**src/smg_consts.svh**
```systemverilog
/*
 * constants of the sequential muting guard: register offsets, field positions,
 * reset values and timing figures.
 * assumes it is included by bare name, once per compilation unit per file.
 */
`ifndef SMG_CONSTS_SVH
`define SMG_CONSTS_SVH

// =====================================================================
// register map (byte addresses)
`define SMG_ADDR_CTRL 8'h00
`define SMG_ADDR_MAXTIME 8'h04
`define SMG_ADDR_STATUS 8'h08
`define SMG_ADDR_W 8

// =====================================================================
// control register fields
`define SMG_CTRL_W 4
`define SMG_CTRL_ACTIVATE 0
`define SMG_CTRL_PERMIT 1
`define SMG_CTRL_START_RESET 2
`define SMG_CTRL_RESET 3
`define SMG_CTRL_RESET_VAL 4'h0

// =====================================================================
// sampled input vector positions
`define SMG_IN_W 5
`define SMG_IN_ENTRY_A 0
`define SMG_IN_ENTRY_B 1
`define SMG_IN_EXIT_A 2
`define SMG_IN_EXIT_B 3
`define SMG_IN_GUARD 4
`define SMG_SYNC_RESET_VAL 5'h00

// =====================================================================
// timing: the mute timer counts in milliseconds
`define SMG_CLK_PERIOD_NS 8
`define SMG_TIMER_UNIT_NS 1000000
`define SMG_MAX_TIME_MIN 120
`define SMG_MS_PER_MIN 60000
`define SMG_TIME_W 23
`define SMG_MAXTIME_RESET_VAL 23'h000000

// =====================================================================
// bus answers and the fewest sensors active while muted
`define SMG_RESP_OKAY 2'h0
`define SMG_RESP_SLVERR 2'h2
`define SMG_MIN_ACTIVE 3'h2

`endif

```
**src/smg_pkg.sv**
```systemverilog
/*
 * types of the sequential muting guard: state codes and carriers.
 * assumes a 32-bit AXI4-Lite master with 8-bit byte addresses.
 */
package smg_pkg;

    // =================================================================
    // guard state, one-hot
    typedef enum logic [7:0] {
        SMG_IDLE      = 8'h01,
        SMG_FREE      = 8'h02,
        SMG_FWD_FIRST = 8'h04,
        SMG_FWD_MUTED = 8'h08,
        SMG_BWD_FIRST = 8'h10,
        SMG_BWD_MUTED = 8'h20,
        SMG_SAFE      = 8'h40,
        SMG_LOCK      = 8'h80
    } smg_state_t;

    // =================================================================
    // carriers
    typedef struct packed {
        logic mute_sensor_exit_b;
        logic mute_sensor_exit_a;
        logic mute_sensor_entry_b;
        logic mute_sensor_entry_a;
    } smg_sensor_t;

    typedef struct packed {
        logic [7:0] awaddr;
        logic awvalid;
        logic [31:0] wdata;
        logic [3:0] wstrb;
        logic wvalid;
        logic bready;
        logic [7:0] araddr;
        logic arvalid;
        logic rready;
    } smg_axil_req_t;

    typedef struct packed {
        logic awready;
        logic wready;
        logic bvalid;
        logic [1:0] bresp;
        logic arready;
        logic rvalid;
        logic [31:0] rdata;
        logic [1:0] rresp;
    } smg_axil_rsp_t;

endpackage : smg_pkg

```
**src/smg_input_sync.sv**
```systemverilog
/*
 * pin synchroniser with edge detect for the guard and sensor inputs.
 * assumes asynchronous pins; output follows once two later stages agree.
 */
`include "smg_consts.svh"

module smg_input_sync #(
    parameter int unsigned W = `SMG_IN_W
) (
    // clock and reset
    input wire logic sys_clk,
    input wire logic rst,
    // pins
    input wire logic [W-1:0] pinIn,
    // sampled view
    output logic [W-1:0] level,
    output logic [W-1:0] rise,
    output logic [W-1:0] fall
);
    logic [W-1:0] stage1;
    logic [W-1:0] stage2;
    logic [W-1:0] stage3;
    logic [W-1:0] prev;
    logic [W-1:0] next_level;

    // =================================================================
    // accept a change only where stages two and three agree
    always_comb begin
        next_level = (stage2 & stage3) | (level & (stage2 ^ stage3));
    end

    always_ff @(posedge sys_clk) begin
        if (rst) begin
            stage1 <= `SMG_SYNC_RESET_VAL;
            stage2 <= `SMG_SYNC_RESET_VAL;
            stage3 <= `SMG_SYNC_RESET_VAL;
            level <= `SMG_SYNC_RESET_VAL;
            prev <= `SMG_SYNC_RESET_VAL;
        end else begin
            stage1 <= pinIn;
            stage2 <= stage1;
            stage3 <= stage2;
            level <= next_level;
            prev <= level;
        end
    end

    // edges against the previous evaluation's sample
    assign rise = level & ~prev;
    assign fall = ~level & prev;

endmodule : smg_input_sync

```
**src/smg_mute_timer.sv**
```systemverilog
/*
 * maximum mute time supervision, counted in milliseconds.
 * assumes run stays high for the whole muted interval and drops after it.
 */
`include "smg_consts.svh"

module smg_mute_timer #(
    parameter int unsigned TICK_CYCLES = `SMG_TIMER_UNIT_NS / `SMG_CLK_PERIOD_NS,
    parameter int unsigned TIME_W = `SMG_TIME_W
) (
    // clock and reset
    input wire logic sys_clk,
    input wire logic rst,
    // control
    input wire logic run,
    input wire logic [TIME_W-1:0] limit,
    // result
    output logic expired
);
    logic [31:0] tickCnt;
    logic [TIME_W-1:0] msCnt;
    logic [31:0] next_tickCnt;
    logic [TIME_W-1:0] next_msCnt;
    logic tick;

    // =================================================================
    // millisecond divider and elapsed count, cleared whenever idle
    always_comb begin
        tick = (tickCnt == TICK_CYCLES - 1);
        next_tickCnt = tick ? 32'h0 : tickCnt + 32'h1;
        next_msCnt = tick && (msCnt != {TIME_W{1'b1}}) ? msCnt + 1'b1 : msCnt;
        if (!run) begin
            next_tickCnt = 32'h0;
            next_msCnt = '0;
        end
    end

    always_ff @(posedge sys_clk) begin
        if (rst) begin
            tickCnt <= 32'h0;
            msCnt <= '0;
        end else begin
            tickCnt <= next_tickCnt;
            msCnt <= next_msCnt;
        end
    end

    // a zero limit expires at once: the fail-safe reading
    assign expired = run && (msCnt >= limit);

endmodule : smg_mute_timer

```
**src/smg_sequential_muting_guard.sv**
```systemverilog
/*
 * sequential muting guard: four-sensor muting of an optical guard in either
 * direction, with AXI4-Lite control and status registers.
 * assumes guard and sensor inputs are asynchronous pins and one AXI4-Lite master.
 */
// Implementation choices: the register offsets and the AXI4-Lite slave port.
`include "smg_consts.svh"

module smg_sequential_muting_guard #(
    parameter int unsigned TICK_CYCLES = `SMG_TIMER_UNIT_NS / `SMG_CLK_PERIOD_NS,
    parameter logic [`SMG_TIME_W-1:0] MAX_MUTE_TIME_MS = `SMG_MAXTIME_RESET_VAL
) (
    // clock and reset
    input wire logic sys_clk,
    input wire logic rst,
    // register bus
    input wire smg_pkg::smg_axil_req_t axiReq,
    output smg_pkg::smg_axil_rsp_t axiRsp,
    // guard and sensor pins
    input wire logic guard_ok_in,
    input wire smg_pkg::smg_sensor_t sensorIn,
    // safety outputs
    output logic guarded_out,
    output logic mute_active_out
);
    import smg_pkg::*;

    // =================================================================
    // declarations
    localparam logic [`SMG_TIME_W-1:0] MAX_TIME_LIMIT = `SMG_TIME_W'(`SMG_MAX_TIME_MIN * `SMG_MS_PER_MIN);

    logic [`SMG_IN_W-1:0] inLevel;
    logic [`SMG_IN_W-1:0] inRise;
    logic [`SMG_IN_W-1:0] inFall;
    logic [`SMG_CTRL_W-1:0] ctrl;
    logic [`SMG_CTRL_W-1:0] next_ctrl;
    logic [`SMG_TIME_W-1:0] maxTime;
    logic [`SMG_TIME_W-1:0] next_maxTime;
    logic awHeld, wHeld, next_awHeld, next_wHeld;
    logic [`SMG_ADDR_W-1:0] awAddr, next_awAddr;
    logic [31:0] wData, next_wData, wMerged, rdWord;
    logic [3:0] wStrb, next_wStrb;
    smg_axil_rsp_t next_rsp;
    logic gotAw, gotW, doWrite;
    logic [`SMG_ADDR_W-1:0] wrAddr;
    logic [31:0] wrData;
    logic [3:0] wrStrb;
    logic [31:0] curWord;
    logic wrHit, rdHit;

    smg_state_t state, next_state;
    logic resetPrev, next_guarded, next_mute;
    logic s11, s12, s21, s22, guardOk, r11, r12, r21, r22, f11, f12, f21, f22;
    logic activate, permit, startReset, resetRise;
    logic [2:0] activeCnt;
    logic fwdStart, bwdStart, freeErr, fwdFirstErr, bwdFirstErr, fwdMute, bwdMute;
    logic fwdEnd, bwdEnd, fwdMutedErr, bwdMutedErr, muted, expired;

    // =================================================================
    // input sampling
    smg_input_sync #(.W(`SMG_IN_W)) u_sync (
        .sys_clk(sys_clk),
        .rst(rst),
        .pinIn({guard_ok_in, sensorIn}),
        .level(inLevel),
        .rise(inRise),
        .fall(inFall)
    );

    // four sensors, two per side, high means actuated
    assign s11 = inLevel[`SMG_IN_ENTRY_A];
    assign s12 = inLevel[`SMG_IN_ENTRY_B];
    assign s21 = inLevel[`SMG_IN_EXIT_A];
    assign s22 = inLevel[`SMG_IN_EXIT_B];
    assign r11 = inRise[`SMG_IN_ENTRY_A];
    assign r12 = inRise[`SMG_IN_ENTRY_B];
    assign r21 = inRise[`SMG_IN_EXIT_A];
    assign r22 = inRise[`SMG_IN_EXIT_B];
    assign f11 = inFall[`SMG_IN_ENTRY_A];
    assign f12 = inFall[`SMG_IN_ENTRY_B];
    assign f21 = inFall[`SMG_IN_EXIT_A];
    assign f22 = inFall[`SMG_IN_EXIT_B];
    assign guardOk = inLevel[`SMG_IN_GUARD];

    assign activate = ctrl[`SMG_CTRL_ACTIVATE];
    assign permit = ctrl[`SMG_CTRL_PERMIT];
    assign startReset = ctrl[`SMG_CTRL_START_RESET];
    assign resetRise = ctrl[`SMG_CTRL_RESET] & ~resetPrev;

    // =================================================================
    // maximum mute time
    assign muted = (state == SMG_FWD_MUTED) || (state == SMG_BWD_MUTED);

    smg_mute_timer #(.TICK_CYCLES(TICK_CYCLES), .TIME_W(`SMG_TIME_W)) u_timer (
        .sys_clk(sys_clk),
        .rst(rst),
        .run(muted),
        .limit(maxTime),
        .expired(expired)
    );

    // =================================================================
    // register bus
    always_comb begin
        gotAw = awHeld || (axiReq.awvalid && axiRsp.awready);
        gotW = wHeld || (axiReq.wvalid && axiRsp.wready);
        wrAddr = awHeld ? awAddr : axiReq.awaddr;
        wrData = wHeld ? wData : axiReq.wdata;
        wrStrb = wHeld ? wStrb : axiReq.wstrb;
        doWrite = gotAw && gotW && !axiRsp.bvalid;
        unique case (wrAddr)
            `SMG_ADDR_CTRL: curWord = 32'(ctrl);
            `SMG_ADDR_MAXTIME: curWord = 32'(maxTime);
            default: curWord = 32'h0;
        endcase
        for (int i = 0; i < 4; i++) begin
            wMerged[i*8 +: 8] = wrStrb[i] ? wrData[i*8 +: 8] : curWord[i*8 +: 8];
        end
        wrHit = (wrAddr == `SMG_ADDR_CTRL) || (wrAddr == `SMG_ADDR_MAXTIME);
        rdHit = (axiReq.araddr == `SMG_ADDR_CTRL) || (axiReq.araddr == `SMG_ADDR_MAXTIME)
                || (axiReq.araddr == `SMG_ADDR_STATUS);
        unique case (axiReq.araddr)
            `SMG_ADDR_CTRL: rdWord = 32'(ctrl);
            `SMG_ADDR_MAXTIME: rdWord = 32'(maxTime);
            `SMG_ADDR_STATUS: rdWord = 32'({inLevel, mute_active_out, guarded_out, state});
            default: rdWord = 32'h0;
        endcase

        next_ctrl = ctrl;
        next_maxTime = maxTime;
        next_awHeld = gotAw;
        next_wHeld = gotW;
        next_awAddr = wrAddr;
        next_wData = wrData;
        next_wStrb = wrStrb;
        next_rsp = axiRsp;
        if (axiRsp.bvalid && axiReq.bready) begin
            next_rsp.bvalid = 1'b0;
        end
        if (doWrite) begin
            next_awHeld = 1'b0;
            next_wHeld = 1'b0;
            next_rsp.bvalid = 1'b1;
            next_rsp.bresp = wrHit ? `SMG_RESP_OKAY : `SMG_RESP_SLVERR;
            if (wrAddr == `SMG_ADDR_CTRL) begin
                next_ctrl = wMerged[`SMG_CTRL_W-1:0];
            end
            if (wrAddr == `SMG_ADDR_MAXTIME) begin
                // out-of-range limits saturate at two hours
                next_maxTime = (wMerged > 32'(MAX_TIME_LIMIT)) ? MAX_TIME_LIMIT
                               : wMerged[`SMG_TIME_W-1:0];
            end
        end
        next_rsp.awready = !next_awHeld && !next_rsp.bvalid;
        next_rsp.wready = !next_wHeld && !next_rsp.bvalid;

        if (axiRsp.rvalid && axiReq.rready) begin
            next_rsp.rvalid = 1'b0;
        end
        if (axiReq.arvalid && axiRsp.arready) begin
            next_rsp.rvalid = 1'b1;
            next_rsp.rdata = rdWord;
            next_rsp.rresp = rdHit ? `SMG_RESP_OKAY : `SMG_RESP_SLVERR;
        end
        next_rsp.arready = !next_rsp.rvalid;
    end

    always_ff @(posedge sys_clk) begin
        if (rst) begin
            ctrl <= `SMG_CTRL_RESET_VAL;
            maxTime <= MAX_MUTE_TIME_MS;
            awHeld <= 1'b0;
            wHeld <= 1'b0;
            awAddr <= '0;
            wData <= 32'h0;
            wStrb <= 4'h0;
            axiRsp <= '0;
        end else begin
            ctrl <= next_ctrl;
            maxTime <= next_maxTime;
            awHeld <= next_awHeld;
            wHeld <= next_wHeld;
            awAddr <= next_awAddr;
            wData <= next_wData;
            wStrb <= next_wStrb;
            axiRsp <= next_rsp;
        end
    end

    // =================================================================
    // muting sequence
    always_comb begin
        activeCnt = 3'(s11) + 3'(s12) + 3'(s21) + 3'(s22);
        fwdStart = permit && r11 && !s12 && !s21 && !s22;
        bwdStart = permit && !s11 && !s12 && !s21 && r22;
        freeErr = (!permit && (r11 || r22)) || s12 || s21 || (s11 && s22);
        fwdFirstErr = !permit || !s11 || s21 || s22;
        bwdFirstErr = !permit || !s22 || s11 || s12;
        fwdMute = permit && s11 && r12 && !s21 && !s22;
        bwdMute = permit && !s11 && !s12 && r21 && s22;
        fwdEnd = !s11 && !s12 && f21 && s22;
        bwdEnd = s11 && f12 && !s21 && !s22;
        // a missing carrier or exit released out of order is a bad sequence
        fwdMutedErr = !fwdEnd && ((activeCnt < `SMG_MIN_ACTIVE) || f22 || r11 || r12);
        bwdMutedErr = !bwdEnd && ((activeCnt < `SMG_MIN_ACTIVE) || f11 || r21 || r22);

        next_state = state;
        if (!activate) begin
            next_state = SMG_IDLE;
        end else begin
            unique case (state)
                SMG_IDLE: begin
                    next_state = (startReset && guardOk) ? SMG_FREE : SMG_SAFE;
                end
                SMG_FREE: begin
                    if (freeErr) next_state = SMG_LOCK;
                    else if (!guardOk) next_state = SMG_SAFE;
                    else if (fwdStart) next_state = SMG_FWD_FIRST;
                    else if (bwdStart) next_state = SMG_BWD_FIRST;
                end
                SMG_FWD_FIRST: begin
                    if (fwdFirstErr) next_state = SMG_LOCK;
                    else if (!guardOk) next_state = SMG_SAFE;
                    else if (fwdMute) next_state = SMG_FWD_MUTED;
                end
                SMG_BWD_FIRST: begin
                    if (bwdFirstErr) next_state = SMG_LOCK;
                    else if (!guardOk) next_state = SMG_SAFE;
                    else if (bwdMute) next_state = SMG_BWD_MUTED;
                end
                SMG_FWD_MUTED: begin
                    // permit is no longer looked at here
                    if (fwdMutedErr) next_state = SMG_LOCK;
                    else if (expired) next_state = SMG_LOCK;
                    else if (fwdEnd) next_state = SMG_FREE;
                end
                SMG_BWD_MUTED: begin
                    if (bwdMutedErr) next_state = SMG_LOCK;
                    else if (expired) next_state = SMG_LOCK;
                    else if (bwdEnd) next_state = SMG_FREE;
                end
                SMG_SAFE, SMG_LOCK: begin
                    if (resetRise && guardOk) next_state = SMG_FREE;
                end
                default: next_state = SMG_LOCK;
            endcase
        end
        next_mute = (next_state == SMG_FWD_MUTED) || (next_state == SMG_BWD_MUTED);
        next_guarded = next_mute || (guardOk && ((next_state == SMG_FREE)
                       || (next_state == SMG_FWD_FIRST) || (next_state == SMG_BWD_FIRST)));
    end

    always_ff @(posedge sys_clk) begin
        if (rst) begin
            state <= SMG_IDLE;
            resetPrev <= 1'b0;
            guarded_out <= 1'b0;
            mute_active_out <= 1'b0;
        end else begin
            state <= next_state;
            resetPrev <= ctrl[`SMG_CTRL_RESET];
            guarded_out <= next_guarded;
            mute_active_out <= next_mute;
        end
    end
endmodule : smg_sequential_muting_guard

```
**config.mk**
```make
export PLATFORM = sky130hd
export DESIGN_NAME = smg_sequential_muting_guard
export DESIGN_NICKNAME = d
export VERILOG_FILES = /design/src/smg_pkg.sv /design/src/smg_input_sync.sv /design/src/smg_mute_timer.sv /design/src/smg_sequential_muting_guard.sv
export VERILOG_INCLUDE_DIRS = /design/src
export SDC_FILE = /design/constraint.sdc
export NUM_CORES = 1
export LEC_CHECK = 0
export ABC_AREA = 1
export BUFFER_PORTS_ARGS = -buffer_cell sky130_fd_sc_hd__buf_2
export CAP_MARGIN = 20
export CORE_ASPECT_RATIO = 0.5
export CORE_UTILIZATION = 40
export CTS_CLUSTER_DIAMETER = 120
export CTS_CLUSTER_SIZE = 28
export DETAILED_ROUTE_END_ITERATION = 7
export SLEW_MARGIN = 10
export SYNTH_ARGS = -nofsm -noshare
export SYNTH_HDL_FRONTEND = slang
export SYNTH_SLANG_ARGS = --single-unit
```
**constraint.sdc**
```tcl
create_clock -name sys_clk -period 3 [get_ports sys_clk]
set_input_delay 0.75 -clock sys_clk [delete_from_list [all_inputs] [get_ports sys_clk]]
set_output_delay 0.75 -clock sys_clk [all_outputs]
set_load 0.1 [all_outputs]
```
==> results <==
- The worst-case clock buffer depth is 2.
- The maximum frequency from static timing analysis is 372 MHz.
- Sorting the synthesized cells by area gives the leading types as sky130_fd_sc_hd__dfxtp_1 (38%), sky130_fd_sc_hd__nand2_1 (11%), sky130_fd_sc_hd__nor2_1 (8.5%), sky130_fd_sc_hd__inv_1 (8.0%), sky130_fd_sc_hd__a21oi_1 (4.2%).
- The sum of negative setup slack is 0 ps.
- The startpoint kind of the worst setup timing path is a flop.
- The number of hold violations in the final report is 0.
- The cell with the most instances after synthesis is sky130_fd_sc_hd__nand2_1.
- The largest individual stage delay along the critical path comes from the cell sky130_fd_sc_hd__dfxtp_1.
- The sequential share of the synthesized area is 37.9%.
- The global routing stage identified its most utilized layer as met2.
- The run finished with clean final reports.
- The post-CTS clock slew at the launch and capture registers of the worst setup and hold paths is 70 ps.
- The required time at the worst-slack endpoint is 3370 ps.
- The share of the clock period used by the worst path is 89.6%.
- The cell count after placement is 1890.
- Counting both buffers and inverters, the worst setup path holds a total of 1.
- In this run the vertical extent of the chip is 115 µm.
- The global placer's final weighted congestion is 0.889.
- The kind of end point of the critical path is a flop.
- The final antenna diode count is 0.
- Excluding fillers, the count of instances in the completed layout stands at 1922.
- Once the clock tree was built, the resizer swapped 0 gates to a different size.
- The number of max-capacitance violations reported is 0.
- The met1 routing resource usage after global routing is 29.1%.
- Dividing the synthesized area by the synthesized cell count gives 6.86 µm².
- The hold buffer count at cts is 0.
- The initial antenna violation count was 0.
- The largest fanout on the critical path is 23.
- Of the cells placed in the final design, the portion with a size suffix greater than 1 is 13.4%.
- For this run, the slowest stage of the critical path takes 420 ps.
- In this run, synthesis inferred 0 flip-flops with an integrated enable.
- In this design, the critical path's most frequently occurring cell is sky130_fd_sc_hd__nand2_1.
- The worst setup path category is flop to flop.
- The worst hold path belongs to the class flop to flop.
- After clock tree synthesis, the setup repair step added 0 buffers.
- In this run the biggest area consumer among cell types represents 37.9% of the synthesized area.
- By count the netlist is led by sky130_fd_sc_hd__nand2_1 (292), sky130_fd_sc_hd__nor2_1 (232), sky130_fd_sc_hd__inv_1 (218), sky130_fd_sc_hd__dfxtp_1 (193), sky130_fd_sc_hd__a21oi_1 (85).
- TritonCTS built the clock tree.
- The detailed router placed 9465 vias in this run.
- The worst slew margin relative to its limit is 50.0%.
- The dominant register cell in the synthesized netlist is sky130_fd_sc_hd__dfxtp_1.
- The sequential cell area is 0.00386 mm².
- The H-tree was split into 4 levels.
- The warning count from the yosys run is 0.
- In the routed layout, each cell is associated on average with a via count of 4.92.
- Traced cell by cell, the critical path runs through inv_2 -> nand2_1 -> nand2_1 -> nand2_2 -> nor2_4 -> nand2_2 -> o21ai_1 -> nand2_1 -> nor2_2 -> nand2_1 -> nor2_2 -> nand3_2 -> nand2_4 -> nand2_1 -> a21oi_1.
- The later pin in the worst-skew pair is clocked with a latency of 450 ps.
- The power density normalized to cell area is 467 mW/mm².
- Input and output buffers added on the ports amount to 95.
- After detailed routing, the average wire length per cell comes to 14.0 µm.
- Setup repair after global routing left no endpoint under its margin.
- For met2 alone, demand over resource in global routing was 32.3%.
- The gate count after technology mapping is 1488.
- The clock period minus final worst setup slack is 2690 ps.
- After detailed routing, the number of remaining DRC violations is 0.
- The initial utilization of the core area, before any placement, comes to 41.6%.
- The number of antenna-violating nets in the routed design is 0.
- The TritonCTS sink count is 193.
- The arrival time at the worst endpoint is 3060 ps.
- The via count of the first global-routing pass is 8624.
- The first global-routing pass estimated 43600 µm of wire.
- Buffers inserted during clock tree synthesis total 17.
- The cell sitting at the root of the clock tree is a sky130_fd_sc_hd__clkbuf_16.
- The worst clock skew is 8.95 ps.
- The first detailed-routing pass ran for 5 iterations.
- The slew at the pin closest to its max-slew limit is 749 ps.
- Across the VDD grid, the largest voltage drop is 406 µV.
- The number of pins exceeding their max-slew limit in the final report is 0.
- The die covers 0.0262 mm².
- In the global route stage, overall resource usage came out at 20.9%.
- The layout has 2561 filler cells.
- The largest area contributor in the netlist is sky130_fd_sc_hd__dfxtp_1.
- During I/O placement, the number of pins put on the boundary was 107.
- Summing all multi-input logic gate instances after layout gives 0.00521 mm².
- In the global route stage, met3 resource usage came out at 4.51%.
- Entering global routing, the biggest net connects 117 pins.
- Counting flops and latches in the post-synthesis netlist gives 193.
- The area overhead of the layout relative to synthesis is 12.7%.
- The aggregate routed wire length is 26900 µm.
- The kind of cell with the highest combined delay along the critical path is simple AND/OR/NAND/NOR gates.
- The total standard cell area after synthesis is 0.0102 mm².
- The number of library cell types mapped by synthesis is 51.
- Measured along the x axis, the die boundary spans 228 µm.
- The async set or reset register ratio after synthesis is 0%.
- The detailed-placement wirelength estimate is 20600 µm.
- The region available for standard cell placement spans 0.0245 mm².
- The row count is 40.
- The leftover overflow at the end of global routing is 0.
- The number of nets in the layout is 1669.
- For this design the static power due to leakage is 4.89 nW.
- Setup violations remaining at the end of the flow were counted as 0.
- After the first detailed-routing iteration, the DRC count stood at 665.
-- state kept, by name, indices dropped and copies added, names as in the netlist, 8 cells and up --
register	count
u_timer.msCnt	23
state	8
axiRsp	30
awAddr	8
maxTime	23
wData	32
u_timer.tickCnt	32
-- cells in the final DEF (no fill, tap or decap), types with 17 or more instances in the layout --
cell / instances
sky130_fd_sc_hd__nand2_1: 292
sky130_fd_sc_hd__nor2_1: 232
sky130_fd_sc_hd__inv_1: 218
sky130_fd_sc_hd__dfxtp_1: 192
sky130_fd_sc_hd__buf_2: 94
sky130_fd_sc_hd__a21oi_1: 85
sky130_fd_sc_hd__nand3_1: 75
sky130_fd_sc_hd__o21ai_0: 64
sky130_fd_sc_hd__nand4_1: 42
sky130_fd_sc_hd__ha_1: 31
sky130_fd_sc_hd__mux2i_1: 26
sky130_fd_sc_hd__nor3_1: 25
sky130_fd_sc_hd__a21oi_2: 20
sky130_fd_sc_hd__or2_2: 19
sky130_fd_sc_hd__buf_4: 19
sky130_fd_sc_hd__clkbuf_16: 17
-- power breakdown --
| group | switching [mW] | internal, mW | leakage (nW) | total (mW) |
|---|---|---|---|---|
| registers | 0.0328 | 2.63 | 1.57 | 2.67 |
| clock network | 0.991 | 1.10 | 0.246 | 2.09 |
| logic | 0.423 | 0.185 | 3.07 | 0.608 |
-- final timing paths --
check                           to  cells past startpoint  slack [ps]        startpoint
hold / removal    u_sync.stage2[3]                      2         410  u_sync.stage1[3]
hold reg to reg   u_sync.stage2[3]                      2         410  u_sync.stage1[3]
setup / recovery        maxTime[2]                     15         310            awHeld
setup reg to reg        maxTime[2]                     15         310            awHeld
-- metrics by stage --
step	cell area (µm²)	hold slack, ps	total power [mW]	worst slack [ps]	util [%]
6_report	11500	408	5.37	311	46.9
2_1_floorplan	10200	388	3.22	648	-
4_1_cts	11500	413	5.44	305	46.9
3_3_place_gp	11000	399	3.33	157	44.7
5_1_grt	11500	437	5.59	7.19	46.9
3_5_place_dp	11000	398	3.34	68.2	44.7
-- area by class of cell --
type | instances | area share [%]
well taps | 336 | 3.66
flip-flops and latches | 193 | 33.6
clock buffers | 24 | 4.10
clock inverters | 8 | 0.501
repair buffers | 114 | 5.51
multi-input cells | 1024 | 45.3
inverters | 223 | 7.28
-- worst min-delay path: stages, from the launching register on --
cell                      delay, ps
sky130_fd_sc_hd__dfxtp_1        300
sky130_fd_sc_hd__inv_1           40
sky130_fd_sc_hd__nor2_1          30
-- cells by family after synthesis --
logic type / Yosys count / synth area share, %
xor+xnor: 10 / 0.859
compound gates: 214 / 12.2
flops: 193 / 37.9
mux: 26 / 2.55
fa+ha+maj: 32 / 4.00
buf+inv: 281 / 11.4
simple gates: 731 / 31.1
other cells: 1 / 0.0368
-- metal layers --
metal | part of all wire (%) | wire length, µm
met2 | 42 | 11300
met1 | 50 | 13500
met3 | 5.6 | 1510
met5 | 0 | 0
met4 | 2.0 | 526
Note: power is estimated with default switching activity, not from simulation.
